--- config.mk ---
export PLATFORM = sky130hd
export DESIGN_NAME = rom_address_generation
export DESIGN_NICKNAME = d
export VERILOG_FILES = /design/src/core/rom_address_generation.v
export VERILOG_INCLUDE_DIRS = /design/src /design/src/core
export SDC_FILE = /design/constraint.sdc
export NUM_CORES = 1
export LEC_CHECK = 0
export ABC_CLOCK_PERIOD_IN_PS = 7000
export BUFFER_PORTS_ARGS = -buffer_cell sky130_fd_sc_hd__buf_2
export CORE_ASPECT_RATIO = 1.1
export CORE_MARGIN = 2
export CORE_UTILIZATION = 60
export DETAILED_ROUTE_END_ITERATION = 8
export PLACE_DENSITY_LB_ADDON = 0.08
export REMOVE_ABC_BUFFERS = 1
export SETUP_SLACK_MARGIN = 0.02
export SYNTH_ARGS = -nofsm -noshare
export SYNTH_HDL_FRONTEND = slang
export SYNTH_SLANG_ARGS = --single-unit
--- constraint.sdc ---
create_clock -name mclk -period 7 [get_ports mclk]
set_input_delay 1.05 -clock mclk [delete_from_list [all_inputs] [get_ports mclk]]
set_output_delay 1.05 -clock mclk [all_outputs]
set_load 0.03 [all_outputs]
--- src/core/rom_addr_map.vh ---
`ifndef ROM_ADDR_MAP_VH
`define ROM_ADDR_MAP_VH
`define REG_PROG_SEG 12'hFEC
`define REG_SPEECH_SEG 12'hFED
`define REG_OVERLAY 12'hFEE
`define RST_PROG_SEG 8'h00
`define RST_SPEECH_SEG 8'h00
`define RST_OVERLAY 8'h00
`define OVERLAY_BIT 0
`define VEC_INIT 16'h0000
`define VEC_WAKE 16'h0002
`define VEC_IRQ 16'h0010
`define OFFSET_SPLIT 16'h8000
`define OFFSET_MASK 16'h7FFF
`define PROG_SEG_SHIFT 12
`define SPEECH_SEG_SHIFT 15
`define INT_TOP 23'h000FFF
`define FETCH_DIV 16
`define STEAL_PHASE_1 2'h0
`define STEAL_PHASE_2 2'h2
`define OP_FETCH 3'h0
`define OP_JUMP 3'h1
`define OP_SETUP 3'h2
`define OP_GET 3'h3
`define OP_BYTE_ACC 3'h4
`define OP_BYTE_B 3'h5
`define OP_PITCH 3'h6
`define OP_EXC 3'h7
`define DEST_INSTR 2'h0
`define DEST_A 2'h1
`define DEST_B 2'h2
`define DEST_AUX 2'h3
`endif

--- src/core/rom_address_generation.v ---
`include "rom_addr_map.vh"
`default_nettype none
// Operation
// - offset below 8000h adds program segment base shifted left twelve.
// - offset 8000h or above masks to 15 bits, adds speech base shifted fifteen.
// - output ROM address is 23 bits wide.
// - 16-bit program counter increments by one after each instruction fetch.
// - overlay bit 0 set sends lowest 4K to external ROM, else internal.
// - above 000FFFh is external, except excitation code served internally.
// - init pin rising edge restarts execution at 0000h.
// - wake-up input falling edge restarts execution at 0002h.
// - interrupts vector into locations 0010h through 001Fh.
// - bit fetch moves 1 to 8 bits via read pointer; setup initialises.
// - byte lookup to A uses A value as address, loads byte into A.
// - byte lookup to B uses A value as address, loads byte into B.
// - without synthesis, instructions fetched at one sixteenth of clock.
// - each synthesizer steals a quarter of cycles; 3/4 or 1/2 rate.
// - space covers 4K internal plus up to 8M external ROM.
// - core offset comes from PC, pitch, read pointer, lookup or excitation.
// - interrupt loads program counter with its vector; execution resumes.
module rom_address_generation #(
    parameter FETCH_DIV = `FETCH_DIV
) (
    input wire mclk, // system clock
    input wire sys_rst, // synchronous reset, active high
    input wire init_pin, // initialization pin
    input wire io_wake, // i/o wake-up input
    input wire irq_req, // interrupt request pulse
    input wire [3:0] irq_line, // interrupt number with irq_req
    input wire [1:0] synth_en, // synthesizer enables
    input wire op_valid, // core operation present
    input wire [2:0] op_code, // core operation
    input wire [15:0] op_arg, // operation argument
    input wire [15:0] acc_value, // current A register value
    input wire reg_wr, // register write strobe
    input wire [11:0] reg_addr, // register address
    input wire [7:0] reg_wdata, // register write data
    output reg [7:0] reg_rdata, // register read data
    input wire [7:0] rom_ext_data, // byte from external ROM
    input wire [7:0] rom_int_data, // byte from internal ROM
    output reg [22:0] output_rom_address, // composed ROM address
    output reg rom_rd, // ROM access in progress
    output reg rom_ext_sel, // external ROM selected
    output reg rom_int_sel, // internal ROM selected
    output reg op_taken, // operation accepted pulse
    output reg result_valid, // result pulse
    output reg [1:0] result_dest, // result destination
    output reg [7:0] result_data, // result byte
    output reg [15:0] prog_count // program counter
);

    reg [7:0] program_segment_base;
    reg [7:0] speech_segment_base;
    reg [7:0] internal_rom_overlay_control;
    reg [15:0] speech_read_pointer;
    reg [3:0] slot;
    reg [1:0] phase;
    reg init_q;
    reg wake_q;
    reg wake_pend;
    reg irq_pend;
    reg [3:0] irq_num;
    reg active;
    reg [1:0] cur_dest;
    reg cur_get;
    reg [3:0] get_n;
    reg [15:0] bit_buf;
    reg [3:0] bit_avail;

    wire init_rise = init_pin & ~init_q;
    wire restart = sys_rst | init_rise;
    wire wake_fall = ~io_wake & wake_q;
    wire slot_first = (slot == 4'h0);
    wire slot_last = (slot == FETCH_DIV - 1);
    // a synthesizer owns one instruction cycle in every four
    wire stolen = (synth_en[0] && phase == `STEAL_PHASE_1) ||
        (synth_en[1] && phase == `STEAL_PHASE_2);
    wire grant = slot_first & ~stolen;

    function [22:0] compose;
        input [15:0] offs;
        input [7:0] pbase;
        input [7:0] sbase;
        begin
            if (offs < `OFFSET_SPLIT) begin
                compose = {7'h00, offs} + ({15'h0000, pbase} << `PROG_SEG_SHIFT);
            end else begin
                compose = {7'h00, offs & `OFFSET_MASK} +
                    ({15'h0000, sbase} << `SPEECH_SEG_SHIFT);
            end
        end
    endfunction

    function is_external;
        input [22:0] addr;
        input exc;
        input overlay;
        begin
            if (exc) begin
                is_external = 1'b0;
            end else if (addr <= `INT_TOP) begin
                is_external = overlay;
            end else begin
                is_external = 1'b1;
            end
        end
    endfunction

    reg [15:0] next_offset;
    reg next_access;
    reg next_exc;
    reg [1:0] next_dest;
    reg [3:0] next_n;
    reg [22:0] next_addr;
    always @* begin
        next_offset = prog_count;
        next_access = 1'b0;
        next_exc = 1'b0;
        next_dest = `DEST_INSTR;
        next_n = {1'b0, op_arg[2:0]} + 4'h1;
        case (op_code)
            `OP_FETCH: begin
                next_access = 1'b1;
            end
            `OP_GET: begin
                next_offset = speech_read_pointer;
                next_access = (bit_avail < next_n);
                next_dest = `DEST_A;
            end
            `OP_BYTE_ACC: begin
                next_offset = acc_value;
                next_access = 1'b1;
                next_dest = `DEST_A;
            end
            `OP_BYTE_B: begin
                next_offset = acc_value;
                next_access = 1'b1;
                next_dest = `DEST_B;
            end
            `OP_PITCH: begin
                next_offset = op_arg;
                next_access = 1'b1;
                next_dest = `DEST_AUX;
            end
            `OP_EXC: begin
                next_offset = op_arg;
                next_access = 1'b1;
                next_exc = 1'b1;
                next_dest = `DEST_AUX;
            end
            default: begin
                next_access = 1'b0;
            end
        endcase
        next_addr = compose(next_offset, program_segment_base, speech_segment_base);
    end

    // bit fetch: unread bits sit msb-first at the top of bit_buf
    wire [7:0] rd_byte = rom_ext_sel ? rom_ext_data : rom_int_data;
    wire [15:0] fill = rom_rd ? ({rd_byte, 8'h00} >> bit_avail) : 16'h0000;
    wire [15:0] merged = bit_buf | fill;
    wire [7:0] get_bits = merged[15:8] >> (4'h8 - get_n);
    wire [3:0] avail_fill = rom_rd ? (bit_avail + 4'h8) : bit_avail;

    always @(posedge mclk) begin
        if (sys_rst) begin
            init_q <= 1'b0;
            wake_q <= 1'b1;
        end else begin
            init_q <= init_pin;
            wake_q <= io_wake;
        end
    end

    always @(posedge mclk) begin
        if (restart) begin
            program_segment_base <= `RST_PROG_SEG;
            speech_segment_base <= `RST_SPEECH_SEG;
            internal_rom_overlay_control <= `RST_OVERLAY;
            reg_rdata <= 8'h00;
        end else begin
            if (reg_wr) begin
                case (reg_addr)
                    `REG_PROG_SEG: program_segment_base <= reg_wdata;
                    `REG_SPEECH_SEG: speech_segment_base <= reg_wdata;
                    `REG_OVERLAY: internal_rom_overlay_control <= reg_wdata;
                    default: ;
                endcase
            end
            case (reg_addr)
                `REG_PROG_SEG: reg_rdata <= program_segment_base;
                `REG_SPEECH_SEG: reg_rdata <= speech_segment_base;
                `REG_OVERLAY: reg_rdata <= internal_rom_overlay_control;
                default: reg_rdata <= 8'h00;
            endcase
        end
    end

    always @(posedge mclk) begin
        if (restart) begin
            slot <= 4'h0;
            phase <= 2'h0;
        end else if (slot_last) begin
            slot <= 4'h0;
            phase <= phase + 2'h1;
        end else begin
            slot <= slot + 4'h1;
        end
    end

    always @(posedge mclk) begin
        if (restart) begin
            prog_count <= `VEC_INIT;
            speech_read_pointer <= 16'h0000;
            wake_pend <= 1'b0;
            irq_pend <= 1'b0;
            irq_num <= 4'h0;
            active <= 1'b0;
            cur_dest <= `DEST_INSTR;
            cur_get <= 1'b0;
            get_n <= 4'h1;
            bit_buf <= 16'h0000;
            bit_avail <= 4'h0;
            output_rom_address <= 23'h000000;
            rom_rd <= 1'b0;
            rom_ext_sel <= 1'b0;
            rom_int_sel <= 1'b0;
            op_taken <= 1'b0;
            result_valid <= 1'b0;
            result_dest <= `DEST_INSTR;
            result_data <= 8'h00;
        end else begin
            op_taken <= 1'b0;
            result_valid <= 1'b0;
            // events arriving while the pending flag is consumed are kept
            if (wake_fall) begin
                wake_pend <= 1'b1;
            end else if (grant) begin
                wake_pend <= 1'b0;
            end
            if (irq_req) begin
                irq_pend <= 1'b1;
                irq_num <= irq_line;
            end else if (grant && !wake_pend) begin
                irq_pend <= 1'b0;
            end
            if (grant) begin
                if (wake_pend) begin
                    prog_count <= `VEC_WAKE;
                end else if (irq_pend) begin
                    prog_count <= `VEC_IRQ | {12'h000, irq_num};
                end else if (op_valid) begin
                    op_taken <= 1'b1;
                    active <= (op_code != `OP_JUMP) && (op_code != `OP_SETUP);
                    cur_dest <= next_dest;
                    cur_get <= (op_code == `OP_GET);
                    get_n <= next_n;
                    rom_rd <= next_access;
                    output_rom_address <= next_addr;
                    rom_ext_sel <= next_access &
                        is_external(next_addr, next_exc,
                            internal_rom_overlay_control[`OVERLAY_BIT]);
                    rom_int_sel <= next_access &
                        ~is_external(next_addr, next_exc,
                            internal_rom_overlay_control[`OVERLAY_BIT]);
                    case (op_code)
                        `OP_FETCH: prog_count <= prog_count + 16'h0001;
                        `OP_JUMP: prog_count <= op_arg;
                        `OP_SETUP: begin
                            speech_read_pointer <= op_arg;
                            bit_buf <= 16'h0000;
                            bit_avail <= 4'h0;
                        end
                        `OP_GET: begin
                            if (next_access) begin
                                speech_read_pointer <= speech_read_pointer + 16'h0001;
                            end
                        end
                        default: ;
                    endcase
                end
            end else if (slot_last && active) begin
                // the byte must be stable by the last slot of the cycle
                active <= 1'b0;
                rom_rd <= 1'b0;
                rom_ext_sel <= 1'b0;
                rom_int_sel <= 1'b0;
                result_valid <= 1'b1;
                result_dest <= cur_dest;
                if (cur_get) begin
                    result_data <= get_bits;
                    bit_buf <= merged << get_n;
                    bit_avail <= avail_fill - get_n;
                end else begin
                    result_data <= rd_byte;
                end
            end
        end
    end

endmodule // rom_address_generation
`default_nettype wire

# Yosys cells after proc, flatten, opt, wreduce, memory -nomap -nowiden
# Cells that the tools add are included.
# totals
regBits,144
# classes
add_sub_neg,10
n_lt_le_gt_ge,3
n_eq_ne,19
shifts,3
n_mux,60
n_bitwise,14
reduce_logical,33
# op_table
cell,n
2-to-1 mux 16 bit,12
one-hot mux 16 bit (2 select lines),2
one-hot mux 16 bit (3 select lines),1
== test 12 bit (second input constant),3
adder 16 x 1 -> 16 bit (second input constant),2
2-to-1 mux 4 bit,8
2-to-1 mux 1 bit,31
one-hot mux 8 bit (3 select lines),1
adder 15 x 23 -> 23 bit,1
less-or-equal comparator 23 x 12 -> 1 bit (second input constant),1
2-to-1 mux 23 bit,1
adder 16 x 20 -> 21 bit,1
less-than comparator 16 bit (second input constant),1
2-to-1 mux 8 bit,2
bitwise OR 16 bit,1
left shift 16 x 4 -> 16 bit,1
>> shifter 16 x 4 -> 16 bit,1
== test 3 bit (second input constant),4
AND reduction 6 bit,2
nonzero test 2 bit,5
OR reduction 2 bit,5
inequality test 2 bit (second input constant),4
AND reduction 2 bit,4
AND reduction 4 bit,2
other kinds (31),46

# Logic depth before layout (Yosys ltp)
# Gate-level depths: netlist (run 1).
# depth
ltp_word,19
ltp_mapped,13

# Worst setup path after synthesis (run 1)
# No wires, ideal clock.
# synth_timing
path_kind,input to register
start,input port op_code[2]
end,register rom_ext_sel
arrival_time_ns,3.669
setup_slack_ns,3.200
stages,13
n_path_buf,2
path_cell_list,clkbuf_1 > clkbuf_1 > o31ai_1 > a21oi_1 > ha_1 > fa_1 > a21o_1 > a21oi_1 > xnor2_1 > o21ai_0 > a211o_1 > nor4_1 > o41ai_1
# synth_between
elab_chain_len,18
word_cells_on_any_way,29
# synth_rtl
element,line,text
"start, declared",rom_address_generation.v:32,"input wire [2:0] op_code,"
== test 3 bit,rom_address_generation.v:121,case (op_code)
OR reduction 2 bit (no line),--,
one-hot mux 16 bit (3 select lines),rom_address_generation.v:121,
adder 15 x 23 -> 23 bit (tied with other cells),rom_address_generation.v:88,"compose = {7'h00, offs & `OFFSET_MASK} +"
2-to-1 mux 23 bit,rom_address_generation.v:85,if (offs < `OFFSET_SPLIT) begin
less-or-equal comparator 23 x 12 -> 1 bit (no line),--,
2-to-1 mux 1 bit,rom_address_generation.v:101,end else if (addr <= `INT_TOP) begin
2-to-1 mux 1 bit,rom_address_generation.v:99,if (exc) begin
(+2 left out),--,
2-to-1 mux 1 bit,rom_address_generation.v:248,if (wake_pend) begin
2-to-1 mux 1 bit,rom_address_generation.v:247,if (grant) begin
2-to-1 mux 1 bit,rom_address_generation.v:212,if (restart) begin
AND 1 bit (*),rom_address_generation.v:260,rom_ext_sel <= next_access &
2-to-1 mux 1 bit (*),rom_address_generation.v:252,end else if (op_valid) begin
2-to-1 mux 1 bit (*),rom_address_generation.v:250,end else if (irq_pend) begin
2-to-1 mux 1 bit (*),rom_address_generation.v:248,
2-to-1 mux 1 bit (*),rom_address_generation.v:247,
"end signal, assigned",rom_address_generation.v:260,
"end, declared",rom_address_generation.v:43,"output reg rom_ext_sel,"
# Every way passes the cells marked *; elsewhere a longest branch is shown, timed or not. The select of a mux whose other input is x is not followed.
# A chain may end at the register's enable or synchronous reset.

# Final worst setup path (run 1)
# Ends and elaborated chain as after synthesis.

==> qor.csv, run 1 <==
metric,value,unit
"EDFF count, synth",0,
period utilization,62.0,%
Starting Density,60.7,%
setup_tns,0,ns
final wirelength,27.9,mm
FMAX,230,MHz
netlist area before placement,0.00945,mm2
drt first pass iters,9,
CTS Sinks,144,
Remaining DRCs,0,
Worst setup SP type,input pin,
die width,124,um
vias in the first global route,8896,
Gate Count Post-Synth,1209,
Overflow after GRT,0,
Top-Level Pins,146,
Worst slew margin,24.4,%
global-route wire length before repair,44.9,mm
clock slew at reported path FFs,0.06,ns
Post-CTS Hold Buffers,0,
sequential area share after synthesis,30.5,%
Clock Latency Late Sink,0.42,ns
Crit path required time,7.27,ns
Vias,9786,
worst hold path type,flip-flop to flip-flop,
cell mode on critical path,o21ai_0,
fill cell count,1323,
VDD IR-drop max,0.192,mV
WL/cell,18.5,um
setup bufs post-CTS,0,
Yosys reg bits,144,
"Slowest-stage cell, CP",buf_2,
CP max FO,45,
Final Hold Fails,0,
fin nets,1404,
hpwl dp,19.5,mm
Syn. warnings,0,
Syn-to-layout area delta,14.5,%
die height,136,um
minimum clock period,4.34,ns
cells along the critical path,buf_2 -> nor3b_1 -> o21ai_0 -> nand2_1 -> inv_1 -> ha_1 -> a21oi_1 -> xnor2_1 -> o21ai_0 -> a211o_1 -> nor4_1 -> o41ai_1,
CP Class,input pin to flip-flop,
Tot GR Track Use,33.3,%
Max-cap violations,0,
Pwr per Cell Area,189,mW/mm2
"Distinct cells, synth",83,
Avg Inst Size Synth,7.81,um2
fin. max-slew vios,0,
ant diodes,0,
Synth async-reset ratio,0,%
CORE AREA,0.0156,mm2
layout cells sized above 1,18.7,%
commonest register cell after synthesis,dfxtp_1,
Num CTS Buffers,17,
"Power, Total",2050,uW
hold path endpoint,output_rom_address[22]$_SDFFE_PP0P_,
initial antenna violation count,0,
CTS root buf,clkbuf_16,
largest net degree at the start of global routing,77,
RSZ-0062 raised after global routing,false,
Worst-Margin Slew,1.13,ns
CP arrival,4.62,ns
CTS resizes,0,
final setup vio count,0,
row cnt,48,
routability cong.,0.992,
CP endpoint kind,flip-flop,
R2R cell count,11,
DRT iter0 DRCs,1009,
Detail Route Antenna Nets,0,
WHS,0.447,ns
status,"finished, final reports clean",
routed vias/inst,6.47,
Pleak,0.00412,uW
reg-to-reg startpoint,speech_read_pointer[15]$_SDFFE_PP0P_,
crit-path max cell delay,0.62,ns
Worst Hold Depth,2,
hold_sp,output_rom_address[22]$_SDFFE_PP0P_,
R2R setup slack,3.57,ns
TritonCTS clock tree,built,
Worst R2R End,rom_ext_sel$_SDFFE_PP0P_,
Port Buffers,145,
Final Skew,0.0105,ns
Die Footprint,0.0168,mm2
H-tree depth,4,
Max clock buf depth,2,
-- power breakdown --
| part | total, uW | switching [uW] | internal [uW] | leakage [uW] |
|---|---|---|---|---|
| clock network | 953 | 377 | 576 | 0.000296 |
| registers | 839 | 9.43 | 829 | 0.00116 |
| logic | 254 | 166 | 88.3 | 0.00266 |
| total | 2050 | 552 | 1490 | 0.00412 |
-- cells in the final DEF (no fill, tap or decap), drive strengths merged, types with 8 or more instances in the layout --
cell type / instances
buf: 162
nor2: 145
dfxtp: 144
nand2: 131
a21oi: 123
nand3: 68
o21ai: 56
a211oi: 43
mux2i: 39
inv: 32
nor3: 24
and3: 22
mux4: 19
ha: 18
clkbuf: 18
a22oi: 15
nand2b: 13
xnor2: 13
a31oi: 13
a21o: 13
o22ai: 12
mux2: 12
o211ai: 11
nand4: 10
and2: 10
or3: 9
o31ai: 8
-- worst max-delay path, delay by kind of cell --
kind | cells | cell delay [ns]
buffers and inverters | 2 | 0.98
and+or+nand+nor | 3 | 0.86
xor gates and xnor gates | 1 | 0.15
AOI/OAI and AO/OA | 5 | 1.23
adders and majority gates | 1 | 0.34
-- sequential cells by signal (all words and copies together), names as in the netlist, 2 cells and up --
signal                        flops
compose.pbase                     8
output_rom_address               23
bit_buf                          16
cur_dest                          2
result_data                       8
speech_read_pointer              16
slot                              4
phase                             2
compose.sbase                     8
irq_num                           4
reg_rdata                         8
internal_rom_overlay_control      8
get_n                             4
bit_avail                         4
result_dest                       2
prog_count                       16
-- worst max-delay path by stage --
stage,from,end,slack (ns)
global placement,op_code[2],rom_ext_sel$_SDFFE_PP0P_,2.42
finish,op_code[2],rom_ext_sel$_SDFFE_PP0P_,2.66
global route,op_code[2],rom_ext_sel$_SDFFE_PP0P_,2.31
detailed placement,op_code[2],rom_ext_sel$_SDFFE_PP0P_,2.26
floorplan,synth_en[0],speech_read_pointer[0]$_SDFFE_PP0P_,3.14
CTS,op_code[2],rom_ext_sel$_SDFFE_PP0P_,2.69
-- metrics by stage --
step	util [%]	instance area (um2)	setup slack [ns]	cells
after floorplan	-	9060	3.14	1119
after global placement	65.5	10200	2.42	1481
after detailed placement	65.5	10200	2.26	1481
after CTS	69.5	10800	2.69	1512
after global routing	69.5	10800	2.31	1512
final	69.5	10800	2.66	1512
-- Yosys cell counts (7+ instances only) --
cell      instances  share of area, %
a21oi_1         122               6.5
buf_1            12              0.48
nor2_1          145               5.8
a221o_1           7              0.74
buf_2             9              0.48
o31ai_1           7              0.56
nand2b_1         13              0.86
and3_1           22               1.5
nor3_1           24               1.3
ha_1             18               2.4
o211ai_1          9              0.72
dfxtp_1         144                31
or3_1             9              0.60
mux4_2           18               4.3
inv_1            27               1.1
mux2i_1          38               4.0
a21o_1           13               1.0
nand2_1         130               5.2
nand3_1          68               3.6
a222oi_1          7              0.74
and2_1           10              0.66
a211o_1           7              0.65
clkbuf_1         64               2.5
a31oi_1          13              0.86
o21ai_0          50               2.6
xnor2_1          13               1.2
nand4_1          10              0.66
a211oi_1         41               3.3
o22ai_1          12              0.79
a22oi_1          15               1.2
-- cells by family (layout without fill, tap and decap cells) --
group / Yosys count / after routing / synth area share [%]
compound gates: 372 / 372 / 26.6
simple gates: 467 / 467 / 22.9
xor+xnor: 18 / 18 / 1.67
mux: 70 / 70 / 10.3
fa+ha+maj: 20 / 20 / 2.81
buf+inv: 118 / 221 / 5.17
flops: 144 / 144 / 30.5
-- layer usage --
metal | part of all wire (%) | GRT usage [%] | up-vias
met5 | 0 | 0 | -
met4 | 2.0 | 11.4 | 0
met3 | 8.7 | 7.37 | 46
met2 | 48 | 53.6 | 481
met1 | 42 | 44.1 | 4582
li1 | - | - | 4677
-- final cells by class --
type / instances / area, um2 / share of cell area [%]
multi-input cells: 947 / 6100 / 56.5
flip-flops and latches: 144 / 2880 / 26.7
inverters: 28 / 105 / 0.972
clock buffers: 18 / 439 / 4.06
clock inverters: 13 / 178 / 1.64
repair buffers: 162 / 853 / 7.89
well taps: 200 / 250 / 2.31
Note: power is estimated with default switching activity, not from simulation.
==> inputs of run 2 (changes only) <==
- ABC_AREA: unset -> 1
- ABC_CLOCK_PERIOD_IN_PS: 7000 -> 4100
- CORE_UTILIZATION: 60 -> 57
- clock period: 7 -> 4.1 ns (I/O delays scaled with it)
==> qor.csv, run 2 <==
metric,value,unit,change
status,"finished, final reports clean",,
Gate Count Post-Synth,1301,,+7.6%
Pleak,0.00451,uW,+9.4%
routability cong.,0.969,,-2.3%
H-tree depth,4,,unchanged
post-synthesis mux area share,0.117,%,-10 points
row cnt,47,,-2.1%
Final Skew,0.00955,ns,-0.000986 ns
Synth async-reset ratio,0,%,unchanged
Post-Synth Simple-Gate Area,30.1,%,+7.2 points
CP endpoint kind,flip-flop,,
initial antenna violation count,1,,+1
vias in the first global route,8638,,-2.9%
hpwl dp,18.5,mm,-5.1%
Port Buffers,145,,unchanged
commonest cells in the netlist,"283 x nand2_1, 156 x nand3_1, 144 x dfxtp_1",,
period utilization,75.1,%,
global-route wire length before repair,41.5,mm,-7.6%
Worst setup SP type,input pin,,
Starting Density,57.7,%,-3.1 points
largest family of logic cells by synthesized area,simple AND/OR/NAND/NOR gates,,
"CP delay by family, top",simple AND/OR/NAND/NOR gates,,
WHS,0.350,ns,-0.0970 ns
sequential area share after synthesis,33.6,%,+3.1 points
clock slew at reported path FFs,0.07,ns,about the same
setup bufs post-CTS,0,,unchanged
Top-Level Pins,146,,unchanged
die height,133,um,-2.2%
FMAX,325,MHz,
Tot GR Track Use,32.1,%,-1.3 points
Detail Route Antenna Nets,0,,unchanged
fin. max-slew vios,0,,unchanged
fin nets,1518,,+8.1%
Yosys reg bits,144,,unchanged
most frequent cells in the layout,"283 x nand2_1, 156 x nand3_1, 145 x buf_2",,
Finished Layout Cells,1623,,+7.3%
Clock Latency Late Sink,0.43,ns,about the same
Max clock buf depth,2,,unchanged
"Slowest-stage cell, CP",a22oi_1,,
CP Class,input pin to flip-flop,,
Placement Cell Area,0.00938,mm2,-8.0%
crit-path max cell delay,0.40,ns,-0.22 ns
die width,121,um,-2.2%
Syn-to-layout area delta,16.6,%,
Overflow after GRT,0,,unchanged
drt first pass iters,6,,-3
Avg Inst Size Synth,6.59,um2,-16%
routed vias/inst,5.81,,-10%
"EDFF count, synth",0,,unchanged
WP buf/inv,3,,+1
post-route cell area,0.0100,mm2,-7.5%
cell mode on critical path,nand2_1,,
"Distinct cells, synth",51,,-39%
CTS resizes,0,,unchanged
netlist area before placement,0.00858,mm2,-9.2%
final wirelength,25.7,mm,-8.0%
Num CTS Buffers,17,,unchanged
Syn. warnings,0,,unchanged
Pwr per Cell Area,349,mW/mm2,+85%
DRT iter0 DRCs,772,,-23%
layout cells sized above 1,15.8,%,-2.9 points
CTS Sinks,144,,unchanged
"Power, Total",3500,uW,+71%
final setup vio count,0,,unchanged
CP arrival,3.44,ns,-1.18 ns
ranking of synthesized cells by area,"dfxtp_1 34%, nand2_1 12%, nand3_1 9.1%",,
share of the synthesized area in the top cell type,33.6,%,+3.1 points
commonest register cell after synthesis,dfxtp_1,,
Worst slew margin,41.1,%,+17 points
Remaining DRCs,0,,unchanged
CTS root buf,clkbuf_16,,
WL/cell,15.8,um,-14%
post-synthesis xor/xnor area fraction,2.86,%,+1.2 points
worst hold path type,input pin to flip-flop,,
post-synthesis compound-gate area fraction,21.4,%,-5.2 points
most frequent cell after synthesis,nand2_1,,
CP max FO,13,,-71%
Vias,9430,,-3.6%
Final Hold Fails,0,,unchanged
cells along the critical path,buf_2 -> inv_1 -> nand2_1 -> inv_1 -> a22oi_1 -> ha_1 -> nand3_1 -> nand2_1 -> a21oi_1 -> nor2_1 -> nand2_1 -> nor2_1 -> xor2_1 -> nand2_1 -> nand2_1 -> nand3_1 -> nand2_1 -> nand2_1 -> a21oi_2,,
CORE AREA,0.0149,mm2,-4.4%
Synth area leader,dfxtp_1,,
Post-CTS Hold Buffers,0,,unchanged
"Most flops, register",output_rom_address,,
largest net degree at the start of global routing,56,,-27%
max reg flops,23,,unchanged
Post-Place Cells,1591,,+7.4%
Max-cap violations,0,,unchanged
minimum clock period,3.08,ns,
Worst-Margin Slew,0.880,ns,-0.249 ns
RSZ-0062 raised after global routing,false,,
TritonCTS clock tree,built,,
Post-Synth Adder-Cell Area,3.09,%,+0.28 points
"commonest non-fill, non-tap cell in the layout",nand2_1,,
Crit path required time,4.46,ns,-2.81 ns
Die Footprint,0.0161,mm2,-4.3%
VDD IR-drop max,0.265,mV,+38%
==> run 2: cell count changes after synthesis, sizes merged, moves of 21 or more <==
cell and change:
a211oi -40, o21ai +60, and3 -21, inv +100
mux2i -38, nand3 +91, nand2 +158, nor2 -56
==> run 2: stage by stage <==
step	utilization [%]	setup slack [ns]	setup TNS (ns)
final	67.2	1.02	0
after global routing	67.2	0.698	0
after CTS	67.2	1.09	0
after detailed placement	63.1	0.703	0
after global placement	63.1	0.823	0
after floorplan	-	-2.52	-202.59
==> run 2: worst paths after layout <==
kind,start,to,cells past startpoint,slack [ns]
max,op_code[2],rom_int_sel$_SDFFE_PP0P_,19,1.02
min,sys_rst,init_q$_SDFF_PP0_,2,0.35
max reg2reg,phase[0]$_SDFFE_PP0N_,speech_read_pointer[9]$_SDFFE_PP0P_,12,1.38
min reg2reg,slot[0]$_SDFF_PP0_,slot[0]$_SDFF_PP0_,1,0.46
==> run 2: cell type report <==
| cell class | instances | area [um2] |
|---|---|---|
| multi-input combinational | 962 | 4950 |
| fill | 1359 | 4870 |
| sequential | 144 | 2880 |
| timing repair buffer | 156 | 808 |
| inverter | 133 | 499 |
| clock buffer | 18 | 439 |
| tap | 196 | 245 |
| clock inverter | 13 | 179 |
| antenna | 1 | 2.50 |
==> run 2: worst register-to-register path, delay by kind of cell (launching register included) <==
family / cells / cell delay, ns
compound gates: 3 / 0.55
fa+ha+maj: 1 / 0.20
buf+inv: 4 / 0.73
flops: 1 / 0.30
simple gates: 4 / 0.82
==> run 2: cells by family after synthesis <==
logic type | count (synthesis)
adder cells (fa/ha/maj) | 20
AO/OA/AOI/OAI | 329
multiplexers | 1
XOR/XNOR | 28
flip-flops | 144
AND/OR/NAND/NOR | 584
buffers and inverters | 195
==> run 2: power breakdown <==
part	switching [uW]	total (uW)	internal, uW	leakage, uW
Sequential	24.4	1440	1420	0.00116
Combinational	274	404	131	0.00305
Clock	662	1650	984	0.000299
Total	960	3500	2540	0.00451
==> run 2: routing by layer <==
layer	GRT usage, %	share of wire, %	up-vias	wire [um]
li1	-	-	4633	-
met1	39.7	42	4356	10700
met2	54.5	48	383	12300
met3	5.86	7.0	58	1810
met4	13.2	3.2	0	812
met5	0	0	-	0
